<file path="src/inc/dma_irq_pkg.sv">
// Shared constants and types for the DMA interrupt configuration block.
`default_nettype none
package dma_irq_pkg;

  // ------------------------------------------------------------------
  // Register offsets (byte offsets in the module's register space).
  // ------------------------------------------------------------------
  localparam logic [11:0] OFS_IRQ_CONFIG = 12'h008;
  localparam logic [11:0] OFS_IRQ_ENABLE = 12'h012;
  localparam logic [11:0] OFS_STATUS_ID  = 12'h020;

  // ------------------------------------------------------------------
  // Field positions of the configuration register.
  // ------------------------------------------------------------------
  localparam int BIT_BYTE_MODE = 15;
  localparam int BIT_SRC_SEL   = 14;
  localparam int BIT_ARM_HI    = 13;
  localparam int BIT_ARM_LO    = 11;
  localparam int BIT_PENDING   = 7;
  localparam int LVL_MSB       = 2;

  // Field positions of the enable register.
  localparam int BIT_EN_KEY    = 11;
  localparam int BIT_EN_VALUE  = 8;

  // Status/ID register: bits 7-3 writable, bits 2-0 fixed.
  localparam int          SID_LSB   = 3;
  localparam logic [2:0]  SID_FIXED = 3'h3;

  // ------------------------------------------------------------------
  // Values after hard reset and timing counts.
  // ------------------------------------------------------------------
  localparam logic [2:0]  LVL_RST   = 3'h0;
  localparam logic [4:0]  SID_RST   = 5'h00;
  localparam int          IACK_TIMEOUT_CYC = 64;

  // Width of an acknowledge cycle, one-hot.
  typedef enum logic [2:0] {
    IACK_W8  = 3'b001,
    IACK_W16 = 3'b010,
    IACK_W32 = 3'b100
  } iack_width_e;

endpackage
`default_nettype wire

</file>
<file path="src/inc/dma_irq_if.sv">
// Interface joining the interrupting device and the acknowledging handler.
`timescale 1ns/1ns
`default_nettype none
interface dma_irq_if;
  import dma_irq_pkg::*;

  logic [7:1]  irq_o;       // Open-drain drive value, always low.
  logic [7:1]  irq_oe;      // High while the device pulls a request line.
  logic [7:1]  irq_n;       // Resolved request lines, active low.
  logic        iack_req;    // Acknowledge cycle in progress.
  logic [2:0]  iack_level;  // Level being acknowledged.
  iack_width_e iack_width;  // Data width of the acknowledge cycle.
  logic        iack_dtack;  // Device has placed its status/ID.
  logic [15:0] iack_data;   // Status/ID returned by the device.

  // Wired-OR of the open-drain request lines; pulled up when undriven.
  assign irq_n = ~(irq_oe & ~irq_o);

  modport dev (
    output irq_o, irq_oe, iack_dtack, iack_data,
    input  iack_req, iack_level, iack_width
  );

  modport hdl (
    input  irq_n, iack_dtack, iack_data,
    output iack_req, iack_level, iack_width
  );
endinterface
`default_nettype wire

</file>
<file path="src/core/dma_irq_dev.sv">
// Interrupt configuration, status and acknowledge logic of the device end.
`timescale 1ns/1ns
`default_nettype none
module dma_irq_dev
  import dma_irq_pkg::*;
(
  input  wire logic        core_clk,    // System clock.
  input  wire logic        srst,        // Hard reset, clears configuration.
  input  wire logic        soft_rst,    // Soft reset, keeps configuration.
  input  wire logic        reg_wr,      // Register write strobe.
  input  wire logic        reg_rd,      // Register read strobe.
  input  wire logic [11:0] reg_addr,    // Register byte offset.
  input  wire logic [1:0]  reg_be,      // Byte enables: 1 is 15-8, 0 is 7-0.
  input  wire logic [15:0] reg_wdata,   // Write data.
  output logic      [15:0] reg_rdata,   // Read data, valid with reg_ack.
  output logic             reg_ack,     // Access completed.
  input  wire logic [7:0]  logical_addr,// Module logical address.
  input  wire logic        dma_done,    // Shared DMA completion condition.
  output logic             irq_pending, // Copy of the pending flag.
  dma_irq_if.dev           bus          // Request lines and acknowledge.
);

  // ------------------------------------------------------------------
  // State registers.
  // ------------------------------------------------------------------
  logic       byte_mode_r, byte_mode_nxt;   // Byte status/ID mode.
  logic       src_sel_r,   src_sel_nxt;     // Logical address as status/ID.
  logic [1:0] arm_r,       arm_nxt;         // Bits that must be set to 1.
  logic [2:0] lvl_r,       lvl_nxt;         // Request level.
  logic [4:0] sid_r,       sid_nxt;         // Writable status/ID bits.
  logic       en_r,        en_nxt;          // Interrupt enabled.
  logic       pend_r,      pend_nxt;        // Pending flag.
  logic       rel_r,       rel_nxt;         // Request released by acknowledge.
  logic       dtack_r,     dtack_nxt;       // Acknowledge answered.
  logic [15:0] idata_r,    idata_nxt;       // Status/ID on the bus.
  logic [7:1] oe_r,        oe_nxt;          // Request line enables.
  logic [15:0] rdata_r,    rdata_nxt;       // Read data.
  logic       ack_r,       ack_nxt;         // Access acknowledge.

  // ------------------------------------------------------------------
  // Combinational helpers.
  // ------------------------------------------------------------------
  logic        wr_cfg;     // Write to the configuration register.
  logic        wr_en;      // Write to the enable register.
  logic        wr_sid;     // Write to the status/ID register.
  logic [7:0]  sid_byte;   // Full status/ID register value.
  logic [15:0] cfg_rd;     // Configuration register read view.
  logic        width_ok;   // Acknowledge width is one we answer.
  logic        take_iack;  // Acknowledge cycle is ours this cycle.
  logic        asserting;  // Device requests on its level.

  assign wr_cfg   = reg_wr && (reg_addr == OFS_IRQ_CONFIG);
  assign wr_en    = reg_wr && (reg_addr == OFS_IRQ_ENABLE);
  assign wr_sid   = reg_wr && (reg_addr == OFS_STATUS_ID);
  assign sid_byte = {sid_r, SID_FIXED};

  // Reserved bits 12, 10-8 and 6-3 read as zero; any value is allowed.
  always_comb begin
    cfg_rd                = 16'h0000;
    cfg_rd[BIT_BYTE_MODE] = byte_mode_r;
    cfg_rd[BIT_SRC_SEL]   = src_sel_r;
    cfg_rd[BIT_ARM_HI]    = arm_r[1];
    cfg_rd[BIT_ARM_LO]    = arm_r[0];
    cfg_rd[BIT_PENDING]   = pend_r;
    cfg_rd[LVL_MSB:0]     = lvl_r;
  end

  // Without byte mode, 8-bit acknowledge cycles are not answered at all.
  assign width_ok  = byte_mode_r || (bus.iack_width != IACK_W8);

  // A level of zero never matches, so an unprogrammed level stays silent.
  assign asserting = pend_r && en_r && (&arm_r) && !rel_r && (lvl_r != 3'h0);
  assign take_iack = bus.iack_req && !dtack_r && asserting &&
                     (bus.iack_level == lvl_r) && width_ok;

  // ------------------------------------------------------------------
  // Configuration and register-file next state.
  // ------------------------------------------------------------------
  // Hard reset (srst) alone clears these; soft reset leaves them alone.
  always_comb begin
    byte_mode_nxt = byte_mode_r;
    src_sel_nxt   = src_sel_r;
    arm_nxt       = arm_r;
    lvl_nxt       = lvl_r;
    sid_nxt       = sid_r;
    en_nxt        = en_r;
    // High byte of the configuration register.
    if (wr_cfg && reg_be[1]) begin
      byte_mode_nxt = reg_wdata[BIT_BYTE_MODE];
      // Software keeps this bit clear unless byte mode is on.
      src_sel_nxt   = reg_wdata[BIT_SRC_SEL];
      arm_nxt       = {reg_wdata[BIT_ARM_HI], reg_wdata[BIT_ARM_LO]};
    end
    // Low byte: level field; pending and reserved bits ignore writes.
    if (wr_cfg && reg_be[0]) begin
      lvl_nxt = reg_wdata[LVL_MSB:0];
    end
    // Enable register: the key bit must be 1 for the value bit to count.
    if (wr_en && reg_be[1] && reg_wdata[BIT_EN_KEY]) begin
      en_nxt = reg_wdata[BIT_EN_VALUE];
    end
    if (wr_sid && reg_be[0]) begin
      sid_nxt = reg_wdata[7:SID_LSB];
    end
  end

  // ------------------------------------------------------------------
  // Read path next state.
  // ------------------------------------------------------------------
  // Every strobe is answered one cycle later; unmapped offsets read zero.
  always_comb begin
    ack_nxt   = reg_wr || reg_rd;
    rdata_nxt = rdata_r;
    if (reg_rd) begin
      unique case (reg_addr)
        OFS_IRQ_CONFIG: rdata_nxt = cfg_rd;
        OFS_IRQ_ENABLE: rdata_nxt = {4'h0, en_r, 11'h000};
        OFS_STATUS_ID:  rdata_nxt = {8'h00, sid_byte};
        default:        rdata_nxt = 16'h0000;
      endcase
    end
  end

  // ------------------------------------------------------------------
  // Pending flag, request lines and acknowledge next state.
  // ------------------------------------------------------------------
  // The flag clears only once the interrupt is disabled and the done
  // condition has gone; a new done in that same cycle keeps it set.
  always_comb begin
    pend_nxt  = pend_r;
    rel_nxt   = rel_r;
    dtack_nxt = dtack_r;
    idata_nxt = idata_r;
    if (dma_done) begin
      pend_nxt = 1'b1;
    end else if (!en_r) begin
      pend_nxt = 1'b0;
    end
    // Acknowledge releases the line but leaves the flag untouched.
    if (take_iack) begin
      rel_nxt   = 1'b1;
      dtack_nxt = 1'b1;
      if (byte_mode_r) begin
        // Byte answer in the low lane, whatever the cycle width.
        idata_nxt = {8'h00, src_sel_r ? logical_addr : sid_byte};
      end else begin
        idata_nxt = {sid_byte, logical_addr};
      end
    end else if (!bus.iack_req) begin
      dtack_nxt = 1'b0;
    end
    // A released request is armed again once the flag clears or on soft reset.
    if (!pend_nxt) begin
      rel_nxt = 1'b0;
    end
    // Soft reset abandons any acknowledge in progress.
    if (soft_rst) begin
      dtack_nxt = 1'b0;
      rel_nxt   = 1'b0;
    end
  end

  // One line per level; only the line equal to the level field is pulled.
  always_comb begin
    for (int i = 1; i <= 7; i++) begin
      oe_nxt[i] = pend_nxt && en_nxt && (&arm_nxt) && !rel_nxt &&
                  (lvl_nxt == 3'(i));
    end
  end

  // ------------------------------------------------------------------
  // Registers.
  // ------------------------------------------------------------------
  always_ff @(posedge core_clk) begin
    if (srst) begin
      byte_mode_r <= 1'b0;
      src_sel_r   <= 1'b0;
      arm_r       <= 2'h0;
      lvl_r       <= LVL_RST;
      sid_r       <= SID_RST;
      en_r        <= 1'b0;
      pend_r      <= 1'b0;
      rel_r       <= 1'b0;
      dtack_r     <= 1'b0;
      idata_r     <= 16'h0000;
      oe_r        <= 7'h00;
      rdata_r     <= 16'h0000;
      ack_r       <= 1'b0;
    end else begin
      byte_mode_r <= byte_mode_nxt;
      src_sel_r   <= src_sel_nxt;
      arm_r       <= arm_nxt;
      lvl_r       <= lvl_nxt;
      sid_r       <= sid_nxt;
      en_r        <= en_nxt;
      pend_r      <= pend_nxt;
      rel_r       <= rel_nxt;
      dtack_r     <= dtack_nxt;
      idata_r     <= idata_nxt;
      oe_r        <= oe_nxt;
      rdata_r     <= rdata_nxt;
      ack_r       <= ack_nxt;
    end
  end

  // ------------------------------------------------------------------
  // Outputs, all straight from flip-flops except irq_o, which is tied low.
  // ------------------------------------------------------------------
  assign reg_rdata      = rdata_r;
  assign reg_ack        = ack_r;
  assign irq_pending    = pend_r;
  assign bus.irq_oe     = oe_r;
  assign bus.irq_o      = 7'h00;
  assign bus.iack_dtack = dtack_r;
  assign bus.iack_data  = idata_r;

endmodule
`default_nettype wire

</file>
<file path="src/flat_wrapper.sv">
// flat-port wrapper written by rule: the top's interface ports become plain ports
module dma_irq_dev_flat import dma_irq_pkg::*;
  (core_clk, srst, soft_rst, reg_wr, reg_rd, reg_addr, reg_be, reg_wdata, reg_rdata, reg_ack, logical_addr, dma_done, irq_pending, bus_irq_o, bus_irq_oe, bus_iack_dtack, bus_iack_data, bus_iack_req, bus_iack_level, bus_iack_width);
  dma_irq_if bus_i ();
  input  wire logic core_clk;
  input  wire logic srst;
  input  wire logic soft_rst;
  input  wire logic reg_wr;
  input  wire logic reg_rd;
  input  wire logic [11:0] reg_addr;
  input  wire logic [1:0] reg_be;
  input  wire logic [15:0] reg_wdata;
  output logic      [15:0] reg_rdata;
  output logic reg_ack;
  input  wire logic [7:0] logical_addr;
  input  wire logic dma_done;
  output logic irq_pending;
  output wire logic [$bits(bus_i.irq_o)-1:0] bus_irq_o;
  output wire logic [$bits(bus_i.irq_oe)-1:0] bus_irq_oe;
  output wire logic [$bits(bus_i.iack_dtack)-1:0] bus_iack_dtack;
  output wire logic [$bits(bus_i.iack_data)-1:0] bus_iack_data;
  input wire logic [$bits(bus_i.iack_req)-1:0] bus_iack_req;
  input wire logic [$bits(bus_i.iack_level)-1:0] bus_iack_level;
  input wire logic [$bits(bus_i.iack_width)-1:0] bus_iack_width;
  assign bus_irq_o = bus_i.irq_o;
  assign bus_irq_oe = bus_i.irq_oe;
  assign bus_iack_dtack = bus_i.iack_dtack;
  assign bus_iack_data = bus_i.iack_data;
  assign bus_i.iack_req = bus_iack_req;
  assign bus_i.iack_level = bus_iack_level;
  assign bus_i.iack_width = bus_iack_width;
  dma_irq_dev u_core (.core_clk(core_clk), .srst(srst), .soft_rst(soft_rst), .reg_wr(reg_wr), .reg_rd(reg_rd), .reg_addr(reg_addr), .reg_be(reg_be), .reg_wdata(reg_wdata), .reg_rdata(reg_rdata), .reg_ack(reg_ack), .logical_addr(logical_addr), .dma_done(dma_done), .irq_pending(irq_pending), .bus(bus_i));
endmodule
</file>
<file path="config.mk">
export PLATFORM = sky130hd
export DESIGN_NAME = dma_irq_dev_flat
export DESIGN_NICKNAME = d
export VERILOG_FILES = /design/src/inc/dma_irq_pkg.sv /design/src/inc/dma_irq_if.sv /design/src/core/dma_irq_dev.sv /design/src/flat_wrapper.sv
export SDC_FILE = /design/constraint.sdc
export NUM_CORES = 1
export LEC_CHECK = 0
export BUFFER_PORTS_ARGS = -buffer_cell sky130_fd_sc_hd__clkbuf_2
export CAP_MARGIN = 10
export CORE_ASPECT_RATIO = 1.2
export CORE_UTILIZATION = 47
export DETAILED_ROUTE_END_ITERATION = 10
export PLACE_DENSITY = 0.87
export SYNTH_ARGS = -nofsm -noshare
export SYNTH_HDL_FRONTEND = slang
export SYNTH_SLANG_ARGS = --single-unit
export TNS_END_PERCENT = 1
</file>
<file path="constraint.sdc">
create_clock -name core_clk -period 2.2 [get_ports core_clk]
set_input_delay 0.11 -clock core_clk [delete_from_list [all_inputs] [get_ports core_clk]]
set_output_delay 0.11 -clock core_clk [all_outputs]
set_load 0.03 [all_outputs]
</file>
; ---- Word level (Yosys, flattened, before mapping)
; Cells that the tools add are included.
[word_totals]
ff_bits = 56
out_inout_bits = 49
input_bits = 51
wordCells = 74
[op_classes]
n_reduce_logical = 35
mux = 13
eq_ne = 13
[op_table]
columns = operator, count
row1 = 16-bit one-hot mux with 3 select lines, 1
row2 = 1-bit logical AND, 26
row3 = 16-bit 2-to-1 mux, 1
row4 = "12-bit by 4-bit == test with 1-bit output, second input constant", 1
row5 = "12-bit by 5-bit == test with 1-bit output, second input constant", 1
row6 = "12-bit by 6-bit == test with 1-bit output, second input constant", 1
row7 = "3-bit == test, second input constant", 4
row8 = 1-bit 2-to-1 mux, 8
row9 = 8-bit 2-to-1 mux, 1
row10 = "3-bit by 2-bit == test with 1-bit output, second input constant", 2
row11 = 2-bit AND reduction, 2
row12 = "3-bit by 1-bit == test with 1-bit output, second input constant", 1
row13 = 3-bit == test, 1
row14 = 1-bit logical NOT, 3
row15 = 3-bit 2-to-1 mux, 1
row16 = "3-bit by 1-bit != test with 1-bit output, second input constant", 1
row17 = 3-bit nonzero test, 1
row18 = 1-bit logical OR, 2
row19 = 2-bit 2-to-1 mux, 1
row20 = "2-bit by 1-bit != test with 1-bit output, second input constant", 1
row21 = 2-bit OR reduction, 1

; ---- Depth between registers and ports, before layout
; Gate-level depths: netlist (run 1).
[depth]
ltp_word = 13
depth_mapped = 8
depth_no_buf = 5

; ---- Worst setup path before layout (run 1)
; OpenSTA, ideal clock, no wires.
[synth_path]
path_type = register to register
from = reg u_core.pend_r, in the netlist u_core.irq_pending
to = reg u_core.idata_r[14], in the netlist u_core.bus.iack_data[14]
setup_time_ns = 0.071
t_required_ns = 2.129
path_stages_with_launch = 7
n_path_buf = 1
synth_period_minus_slack_ns = 1.786
slack_ns = 0.414
t_arrival_ns = 1.715
path_cell_list = dfxtp_1 -> nand2_1 -> nor3_1 -> nand3_2 -> buf_6 -> or3b_1 -> a21oi_1
[synth_between]
elab_chain_len = 7
[synth_rtl]
columns = item, line_no
row1 = start: declaration, dma_irq_dev.sv:32  ; logic pend_r, pend_nxt;
row2 = start signal: assignment, dma_irq_dev.sv:196  ; pend_r <= pend_nxt;
row3 = 1-bit logical AND (4 in a row), dma_irq_dev.sv:72  ; assign asserting = pend_r && en_r && (&arm_r) && !rel_r && (lvl_r != 3'h0);
row4 = 1-bit logical AND (2 in a row), dma_irq_dev.sv:73  ; assign take_iack = bus.iack_req && !dtack_r && asserting &&
row5 = 1-bit logical AND, dma_irq_dev.sv:74  ; (bus.iack_level == lvl_r) && width_ok;
row6 = end signal: assignment, dma_irq_dev.sv:199  ; idata_r <= idata_nxt;
row7 = end: declaration, dma_irq_dev.sv:35  ; logic [15:0] idata_r, idata_nxt;
; Every way passes these cells.
; A chain may end at the register's enable or synchronous reset.

; ---- Worst setup path in the final report (run 1)
[layout_path]
from = reg u_core.en_r
to = reg u_core.idata_r[9], in the netlist u_core.bus.iack_data[9]
[layout_between]
elab_chain_len = 7
[layout_rtl]
columns = item, line_no
row1 = start: declaration, dma_irq_dev.sv:31  ; logic en_r, en_nxt;
row2 = start signal: assignment, dma_irq_dev.sv:195  ; en_r <= en_nxt;
row3 = 1-bit logical AND (4 in a row), dma_irq_dev.sv:72
row4 = 1-bit logical AND (2 in a row), dma_irq_dev.sv:73
row5 = 1-bit logical AND, dma_irq_dev.sv:74
; Every way passes these cells.

==> results of run 1 <==
==> power by group through the flow <==
stage | registers, W | logic, W | clock network [W]
floorplan | 0.000945 | 0.0000932 | 0
global placement | 0.000934 | 0.000153 | 0
detailed placement | 0.000934 | 0.000156 | 0
CTS | 0.000913 | 0.000158 | 0.000649
global route | 0.000914 | 0.000170 | 0.000689
finish | 0.000913 | 0.000158 | 0.000648
==> how the worst min path moves through the flow <==
stage / endpoint / cells after the start
final: u_core.bus.iack_dtack$_SDFFE_PP0P_ / 2
after floorplan: u_core.bus.iack_dtack$_SDFFE_PP0P_ / 1
after global routing: u_core.bus.iack_dtack$_SDFFE_PP0P_ / 2
after detailed placement: u_core.irq_pending$_SDFF_PP0_ / 2
after CTS: u_core.bus.iack_dtack$_SDFFE_PP0P_ / 2
after global placement: u_core.irq_pending$_SDFF_PP0_ / 2
==> cell usage in the layout (no fill, tap or decap), types with 7 or more instances in the layout <==
cell      netlist  final
conb_1          1     12
mux2i_1        17     17
clkbuf_2        0     84
nand2b_1        7      7
nand2_1        24     24
a21oi_1        21     21
dfxtp_1        50     50
o21ai_0         7      7
nor2_1         28     28
==> per-layer routing <==
layer | share of wire | vias to the layer above | track usage | routed length [um]
met5 | 0 | - | 0 | 0
met4 | 0.023 | 0 | 0.0979 | 124
met3 | 0.042 | 11 | 0.0445 | 221
met2 | 0.53 | 70 | 0.384 | 2820
met1 | 0.40 | 986 | 0.234 | 2130
li1 | - | 1031 | - | -
==> through the flow <==
step           cells  hold slack, ns  total power, W
2_1_floorplan    265           0.188         0.00104
3_3_place_gp     386           0.318         0.00109
3_5_place_dp     386           0.314         0.00109
4_1_cts          395          0.0174         0.00172
5_1_grt          395          0.0136         0.00177
6_report         395          0.0194         0.00172
==> registers in the layout (all words and copies together), names as in the netlist <==
register,count
u_core.arm_r,2
u_core.bus.iack_data,14
u_core.bus.iack_dtack,1
u_core.bus.irq_oe,7
u_core.byte_mode_r,1
u_core.en_r,1
u_core.irq_pending,1
u_core.lvl_r,3
u_core.reg_ack,1
u_core.reg_rdata,12
u_core.rel_r,1
u_core.sid_r,5
u_core.src_sel_r,1
==> worst register-to-register path: stages (launching register included) <==
cell and delay [ns]:
dfxtp_1 0.41, nand2_1 0.07, nor3_1 0.46, nand3_2 0.37, buf_4 0.28, or2_0 0.20, a21oi_1 0.13
==> cells by family (layout without fill, tap and decap cells) <==
logic type,after synthesis,in the layout,synth area share
other cells,1,12,0.00161
compound gates,44,44,0.117
xor+xnor,2,2,0.00754
flops,50,50,0.431
simple gates,108,108,0.277
mux,21,21,0.0926
buf+inv,28,100,0.0732
==> final cells by class <==
type,count,share of cell area
inverters,2,0.00263
repair buffers,90,0.164
flip-flops and latches,50,0.351
multi-input cells,187,0.418
clock inverters,2,0.0132
well taps,58,0.0254
clock buffers,6,0.0254
==> what timing repair did <==
item,in CTS,in global routing
hold buffers,1,0
hold endpoints to repair,1,0
resized for setup,0,0
==> results.md, run 1 <==
- Die ar.: about 0.0052 mm2
- CP arrival: between 2 and 2.5 ns
- Initial Utilization: 0.498
- Crit path capture: u_core.bus.iack_data[9]$_SDFFE_PP0P_
- Worst reg2reg endpoint: u_core.bus.iack_data[9]$_SDFFE_PP0P_
- Reg2Reg Launch Point: u_core.en_r$_SDFF_PP0_
- Worst path cell trace: nand2_1 -> nor3_1 -> nand3_2 -> buf_4 -> or2_0 -> a21oi_1
- Setup TNS: 0 ns
- Reg power frac: 0.531
- Crit share post-route: 0.903
- CP top delay family: simple AND/OR/NAND/NOR gates
- Asr flop ratio synth: 0
- Status: finished, final reports clean
- Area of the multi-input gates: approximately 0.0012 mm2
- Final core utilization: 0.612
- Sw Share: 0.240
- Vias in the first global route: slightly below 2000
- First-pass GRT wire length: approximately 8500 um
- R2R Setup Slk: around 0.21 ns
- GRT Residual Overflow: 0
- Via count: 2098
- Commonest cells post-synth: 50 x dfxtp_1, 28 x nor2_1, 24 x nand2_1, 21 x a21oi_1, 17 x mux2i_1
- Pwr dens: 603 mW/mm2
- WP depth: 6
- # Post-CTS Setup Buffers: 0
- Final WS setup: between 0.2 and 0.25 ns
- Crit path kind: reg2reg
- Clock Path Buffers: 2
- Register Area: around 0.001 mm2
- Combinational share of power: 0.092
- Slowest stage cell, crit path: nor3_1
- Core Footprint: approximately 0.0047 mm2
- Area after DPL: about 0.0027 mm2
- Post-synth top area share: 0.431
- Non-Filler Cell Area, Final: around 0.0029 mm2
- Filler Cell Count: about 400
- FMAX: between 0.5 and 0.6 GHz
- CTS Root Cell: clkbuf_8
- Sink Count: 50
- Layout cells sized above 1: 0.338
- Largest net degree at the start of global routing: 40
- Die Width: between 60 and 70 um
- R2R depth: 6
- GPL Wtd Cong: between 0.7 and 0.8
- Least-Margin Pin Slew: about 0.54 ns
- Slew Viols, Final: 0
- Area grow syn2layout: 22.8%
- WL per Instance: around 13 um
- Critical path startpoint: u_core.en_r$_SDFF_PP0_
- Crit Path Max Fanout: 16
- CTS tree: yes
- Synth Flop Type: dfxtp_1
- Total number of H-tree levels: 2
- Buffers plus inverters on the worst setup path: 1
- Initial antenna violation count: 0
- Post-DP HPWL: 4080 um
- CTS buffer count: 5
- HP Class: in2reg
- Worst-skew pair later-pin latency: a little over 0.3 ns
- Count of state elements after synthesis: 50
- Most frequent cell after synthesis: dfxtp_1
- Placement Setup Slack: ~0.27 ns
- Post-synthesis cell type count: between 40 and 50
- Leak: around 1.3 nW
- Vias per std cell: 5.31
- Routed WL: around 5300 um
- Ant diodes: 0
- Port buffer count: 84
- Final Hold Fails: 0
- Post-Syn Area: 0.00232 mm2
- Final setup fails: 0
- Pre-Repair DR Iteration Count: 4
- DR iter-0 viols: 155
- Post-layout minimum cycle time: 1.99 ns
- Yosys warning count: 0
- Worst Path Required: 2.44 ns
- Final routed DRC violation total: 0
- Crit. End Element: register
- P_int: roughly 0.0013 W
- Clock Skews: around 0.014 ns
- Top Ports: 100
- Synth area leaders: dfxtp_1 43%, mux2i_1 7.3%, a21oi_1 4.5%, buf_4 4.5%, nor2_1 4.5%
- Dominant cell type by area after synthesis: dfxtp_1
- Number of routed nets with antenna violations: 0
- RSZ-0062 raised after global routing: no
- Synth Instances: 254
- CP max stage delay: approximately 0.46 ns
- Hold Crit Start: soft_rst
- Die H: 79.0 um
- Clock transition at path regs: ~0.10 ns
- Synthesized area per cell: around 9 um2
- Total GRT Usage: 0.213
- CP Launch Type: register
- Slew margin rel.: 0.638
- Cell row count: 27
- Max Cap Viol: 0
- Number of synthesized flops with an enable pin: 0
- Sequential area share after synthesis: 0.431
- Clk pwr share: 0.377
- Fin nets: ~390
- NetSw: between 0.0004 and 0.0005 W
- VDD IR-drop max: 0.000416 V
(Power assumes the default switching activity.)
==> inputs of run 2 (changes only) <==
clock period = 2.07 ns   (was 2.2 ns; I/O delays follow)
==> run 2 against run 1 <==
Against the previous run: critical path depth did not move; core utilization rose by 0.59 points; setup slack improved by 0.016 ns; largest cell class unchanged.
==> results.md, run 2 (same netlist as run 1, synthesis figures left out) <==
- Status: finished, final reports clean
- Routed WL: 5500 um (+3.7%)
- Largest net degree at the start of global routing: 40 (unchanged)
- Crit. End Element: register
- Vias per std cell: 5.30 (-0.22%)
- Die ar.: 0.00523 mm2 (unchanged)
- Combinational share of power: 0.092 (about the same)
- Max Cap Viol: 0 (unchanged)
- Most common cell after layout, fill and taps aside: clkbuf_2
- Number of routed nets with antenna violations: 0 (unchanged)
- Most frequent cells in the layout: 84 x clkbuf_2, 50 x dfxtp_1, 28 x nor2_1
- Grt met1 use: 0.247 (+0.0128)
- Ant diodes: 0 (unchanged)
- Sw Share: 0.240 (about the same)
- Post-layout minimum cycle time: 1.84 ns (-0.146 ns)
- Top Ports: 100 (unchanged)
- Post-DP HPWL: 4220 um (+3.3%)
- Crit Path Max Fanout: 16 (unchanged)
- Worst Path Required: 2.31 ns (-0.13 ns)
- Clock Path Buffers: 2 (unchanged)
- Clock Skews: 0.00535 ns (-0.00864 ns)
- Crit share post-route: 0.889 (-0.0138)
- Clk pwr share: 0.377 (about the same)
- Setup TNS: 0 ns (unchanged)
- Final core utilization: 0.618 (+0.00590)
- Port buffer count: 84 (unchanged)
- Least-Margin Pin Slew: 0.494 ns (-0.0448 ns)
- Non-Filler Cell Area, Final: 0.00288 mm2 (+0.96%)
- Fin nets: 389 (+0.52%)
- Post-Layout Cell Count: 397 (+0.51%)
- WL per Instance: 13.8 um (+3.2%)
- Die H: 79.0 um (unchanged)
- Worst-skew pair later-pin latency: 0.30 ns (about the same)
- Max reg flops: 14 (unchanged)
- Final setup fails: 0 (unchanged)
- Clock transition at path regs: 0.09 ns (about the same)
- GPL Wtd Cong: 0.809 (+2.6%)
- Placed cell count: 387 (+0.26%)
- # Post-CTS Setup Buffers: 0 (unchanged)
- CP Launch Type: register
- Final hold slack: 0.0148 ns (-0.00466 ns)
- RSZ-0062 raised after global routing: no
- Core Footprint: 0.00466 mm2 (unchanged)
- Vias in the first global route: 1927 (+0.21%)
- Final Hold Fails: 0 (unchanged)
- Die Width: 66.2 um (unchanged)
- Final routed DRC violation total: 0 (unchanged)
- Cell row count: 27 (unchanged)
- Pwr dens: 636 mW/mm2 (+5.5%)
- Total GRT Usage: 0.220 (+0.00671)
- Area after DPL: 0.00274 mm2 (+0.27%)
- Layer with the highest usage: met2
- Routing usage on met3: 0.0374 (-0.00718)
- Crit path kind: reg2reg
- Area grow syn2layout: 24.0%
- Layout cells sized above 1: 0.342 (+0.00390)
- Pre-Repair DR Iteration Count: 4 (unchanged)
- Initial antenna violation count: 0 (unchanged)
- First-pass GRT wire length: 8810 um (+3.2%)
- Reg power frac: 0.530 (about the same)
- GRT Residual Overflow: 0 (unchanged)
- CP arrival: 2.08 ns (-0.14 ns)
- CTS tree: yes
- DR iter-0 viols: 107 (-31%)
- Sink Count: 50 (unchanged)
- CTS buffer count: 5 (unchanged)
- CTS Root Cell: clkbuf_8
- Initial Utilization: 0.498 (unchanged)
- VDD IR-drop max: 0.000401 V (-3.6%)
- FMAX: 0.543 GHz (+7.9%)
- Slew Viols, Final: 0 (unchanged)
- NetSw: 0.000440 W (+6.5%)
- Total number of H-tree levels: 2 (unchanged)
- Leak: 1.31 nW (+1.4%)
- Via count: 2104 (+0.29%)
- Slew margin rel.: 0.668 (+0.0301)
- P_int: 0.00139 W (+6.5%)
- HP Class: in2reg
- Routing usage on met2: 0.411 (+0.0276)
-- run 2: cell count changes in the layout (fill, tap and decap cells not counted), sizes merged --
cell and delta:
buf +1, clkinv +1, inv +1, dlygate4sd3 +1
clkinvlp -1, clkbuf -1
-- run 2: what timing repair did --
| item | 4_1_cts | 5_1_grt |
|---|---|---|
| hold endpoints to repair | 2 | 0 |
| endpoints found under the setup margin | 0 | 6 |
| resized for setup | 0 | 1 |
| hold buffers | 2 | 0 |
-- run 2: stage by stage --
step / setup WS [ns] / power, W
finish: 0.230 / 0.00183
global route: 0.0489 / 0.00190
CTS: 0.131 / 0.00184
detailed placement: 0.146 / 0.00116
global placement: 0.207 / 0.00115
floorplan: 0.284 / 0.00110
-- run 2: layer usage --
layer | part of all wire | vias to the layer above
li1 | - | 1036
met1 | 0.38 | 1002
met2 | 0.57 | 57
met3 | 0.033 | 9
met4 | 0.015 | 0
met5 | 0 | -
-- run 2: worst paths after layout --
path,from,end,slack (ns),cells after the start
min reg2reg,u_core.bus.iack_data[13]$_SDFFE_PP0P_,u_core.bus.iack_data[13]$_SDFFE_PP0P_,0.46,2
max,u_core.en_r$_SDFF_PP0_,u_core.bus.iack_data[9]$_SDFFE_PP0P_,0.23,6
max reg2reg,u_core.en_r$_SDFF_PP0_,u_core.bus.iack_data[9]$_SDFFE_PP0P_,0.23,6
min,reg_wdata[3],u_core.sid_r[0]$_SDFFE_PP0P_,0.01,3
-- run 2: power by group through the flow --
| stage | sequential [W] | clock [W] | combinational (W) |
|---|---|---|---|
| 2_1_floorplan | 0.00100 | 0 | 0.0000991 |
| 3_3_place_gp | 0.000993 | 0 | 0.000162 |
| 3_5_place_dp | 0.000993 | 0 | 0.000165 |
| 4_1_cts | 0.000971 | 0.000705 | 0.000169 |
| 5_1_grt | 0.000972 | 0.000746 | 0.000182 |
| 6_report | 0.000971 | 0.000691 | 0.000169 |
-- run 2: layout make-up --
class | count | area (um2)
Clock inverter | 3 | 43.8
Timing Repair Buffer | 92 | 485
Sequential cell | 50 | 1000
Clock buffer | 5 | 68.8
Fill cell | 414 | 1780
Inverter | 2 | 7.51
Tap cell | 58 | 72.6
Multi-Input combinational cell | 187 | 1200
-- run 2: worst max-delay path: stages, from the launching register on --
cell and delay, ns:
dfxtp_1 0.42, nand2_1 0.08, nor3_1 0.43, nand3_4 0.26, buf_4 0.25, or2_0 0.19, a21oi_1 0.13
==> inputs of run 3 (changes only) <==
ABC_AREA = 0   (was not set)
CORE_ASPECT_RATIO = not set   (was 1.2)
==> run 3 against run 2 <==
Against the previous run: non-clock buffer count decreased by 2; sequential cell count unchanged; core utilization decreased by 1.5 points; die area about the same; setup slack got worse by 0.026 ns; via count decreased by 1.3%; worst hold slack improved by 0.0030 ns; critical path type unchanged; largest power group unchanged.
==> results.md, run 3 (same netlist as run 1, synthesis figures left out) <==
- Clock Skews: 0.0121 ns (+0.00678 ns)
- Cell row count: 25 (-7.4%)
- Via count: 2076 (-1.3%)
- Fin nets: 387 (-0.51%)
- Pwr dens: 631 mW/mm2 (-0.68%)
- CTS Root Cell: clkbuf_8
- RSZ-0062 raised after global routing: no
- Number of routed nets with antenna violations: 0 (unchanged)
- Ant diodes: 0 (unchanged)
- Buffers plus inverters on the worst setup path: 1 (unchanged)
- WL per Instance: 13.3 um (-3.9%)
- Worst-skew pair later-pin latency: 0.31 ns (about the same)
- FMAX: 0.536 GHz (-1.4%)
- Pre-Repair DR Iteration Count: 4 (unchanged)
- Max reg flops: 14 (unchanged)
- Routed WL: 5370 um (-2.3%)
- Vias in the first global route: 1885 (-2.2%)
- Clock Path Buffers: 2 (unchanged)
- Worst path cell trace: xor2_1 -> nor4_4 -> nand3_4 -> buf_4 -> or2_0 -> a21oi_1
- CTS tree: yes
- Area grow syn2layout: 23.4%
- Area after DPL: 0.00274 mm2 (+0.14%)
- HP Class: in2reg
- Critical path startpoint: u_core.lvl_r[0]$_SDFF_PP0_
- CP max stage delay: 0.49 ns (+0.06 ns)
- Max Cap Viol: 0 (unchanged)
- Final WS setup: 0.204 ns (-0.0263 ns)
- Initial antenna violation count: 0 (unchanged)
- Final Hold Fails: 0 (unchanged)
- CP arrival: 2.11 ns (+0.03 ns)
- Top Ports: 100 (unchanged)
- Die ar.: 0.00523 mm2 (about the same)
- Die H: 72.3 um (-8.5%)
- R2R Setup Slk: 0.20 ns (-0.03 ns)
- GPL Wtd Cong: 0.792 (-2.2%)
- WP depth: 6 (unchanged)
- GRT Residual Overflow: 0 (unchanged)
- Reg2Reg Launch Point: u_core.lvl_r[0]$_SDFF_PP0_
- Final routed DRC violation total: 0 (unchanged)
- Worst reg2reg endpoint: u_core.bus.iack_data[9]$_SDFFE_PP0P_
- Initial Utilization: 0.489 (-0.00971)
- Crit path capture: u_core.bus.iack_data[9]$_SDFFE_PP0P_
- Sink Count: 50 (unchanged)
- Die Width: 72.3 um (+9.3%)
- Non-Filler Cell Area, Final: 0.00287 mm2 (-0.43%)
- # Post-CTS Setup Buffers: 0 (unchanged)
- First-pass GRT wire length: 8500 um (-3.5%)
- DR iter-0 viols: 121 (+13%)
- Crit. End Element: register
- Placement Setup Slack: 0.130 ns (-0.0160 ns)
- Setup TNS: 0 ns (unchanged)
- Slowest stage cell, crit path: dfxtp_1
- Slew Viols, Final: 0 (unchanged)
- Post-layout minimum cycle time: 1.87 ns (+0.0263 ns)
- Final setup fails: 0 (unchanged)
- Clock transition at path regs: 0.09 ns (about the same)
- VDD IR-drop max: 0.000450 V (+12%)
- Total number of H-tree levels: 2 (unchanged)
- CTS buffer count: 5 (unchanged)
- Most frequent cells in the layout: 84 x clkbuf_2, 50 x dfxtp_1, 28 x nor2_1
- Worst Path Required: 2.31 ns (about the same)
- R2R depth: 6 (unchanged)
- Core Footprint: 0.00475 mm2 (+2.0%)
- Leak: 1.29 nW (-1.2%)
- Port buffer count: 84 (unchanged)
- CP top delay family: simple AND/OR/NAND/NOR gates
- Crit path kind: reg2reg
- Total GRT Usage: 0.210 (-0.00969)
- Layout cells sized above 1: 0.335 (-0.00687)
- Crit Path Max Fanout: 14 (-2)
- Vias per std cell: 5.14 (-3.0%)
- Most common cell after layout, fill and taps aside: clkbuf_2
- Post-DP HPWL: 4120 um (-2.3%)
- Crit share post-route: 0.902 (+0.0127)
- Status: finished, final reports clean
- CP Launch Type: register
- Largest net degree at the start of global routing: 40 (unchanged)
run 3: tightest hold or removal path, cell delays in order:
cell and delay [ns]:
clkbuf_2 0.08, nand2_1 0.04, a21oi_1 0.05
run 3: final cells by class:
class,instances,area (um2)
clock buffer,7,76.3
clock inverter,1,30.0
fill,437,1890
inverter,2,7.51
multi-input combinational,187,1200
sequential,50,1000
tap,67,83.8
timing repair buffer,90,468
run 3: routing by layer:
metal / track usage / vias to the layer above / part of all wire
met5: 0 / - / 0
met1: 0.241 / 971 / 0.42
met3: 0.0556 / 8 / 0.055
met4: 0.0784 / 0 / 0.015
met2: 0.374 / 69 / 0.51
li1: - / 1028 / -
run 3: timing repair:
| action | in CTS | in global routing |
|---|---|---|
| gates resized for setup | 0 | 1 |
| hold endpoints to repair | 1 | 0 |
| endpoints found under the setup margin | 0 | 3 |
| hold buffers | 1 | 0 |
run 3: through the flow:
step	power [W]	util	hold slack [ns]	instances
6_report	0.00181	0.603	0.0178	404
5_1_grt	0.00187	0.603	0.0219	404
2_1_floorplan	0.00110	-	0.182	265
3_5_place_dp	0.00116	0.577	0.308	395
4_1_cts	0.00182	0.602	0.0123	404
3_3_place_gp	0.00116	0.577	0.316	395
run 3: worst min-delay path by stage:
stage,startpoint,slack [ns],to,cells past startpoint
3_5_place_dp,srst,0.31,u_core.irq_pending$_SDFF_PP0_,2
2_1_floorplan,soft_rst,0.18,u_core.bus.iack_dtack$_SDFFE_PP0P_,1
5_1_grt,reg_wdata[5],0.02,u_core.sid_r[2]$_SDFFE_PP0P_,3
4_1_cts,reg_wdata[4],0.01,u_core.sid_r[1]$_SDFFE_PP0P_,3
6_report,reg_wdata[4],0.02,u_core.sid_r[1]$_SDFFE_PP0P_,3
3_3_place_gp,srst,0.32,u_core.irq_pending$_SDFF_PP0_,2
run 3: report_power, final:
part | switching [W] | internal (W)
logic | 0.000109 | 0.0000603
clock network | 0.000309 | 0.000362
registers | 0.00000350 | 0.000967
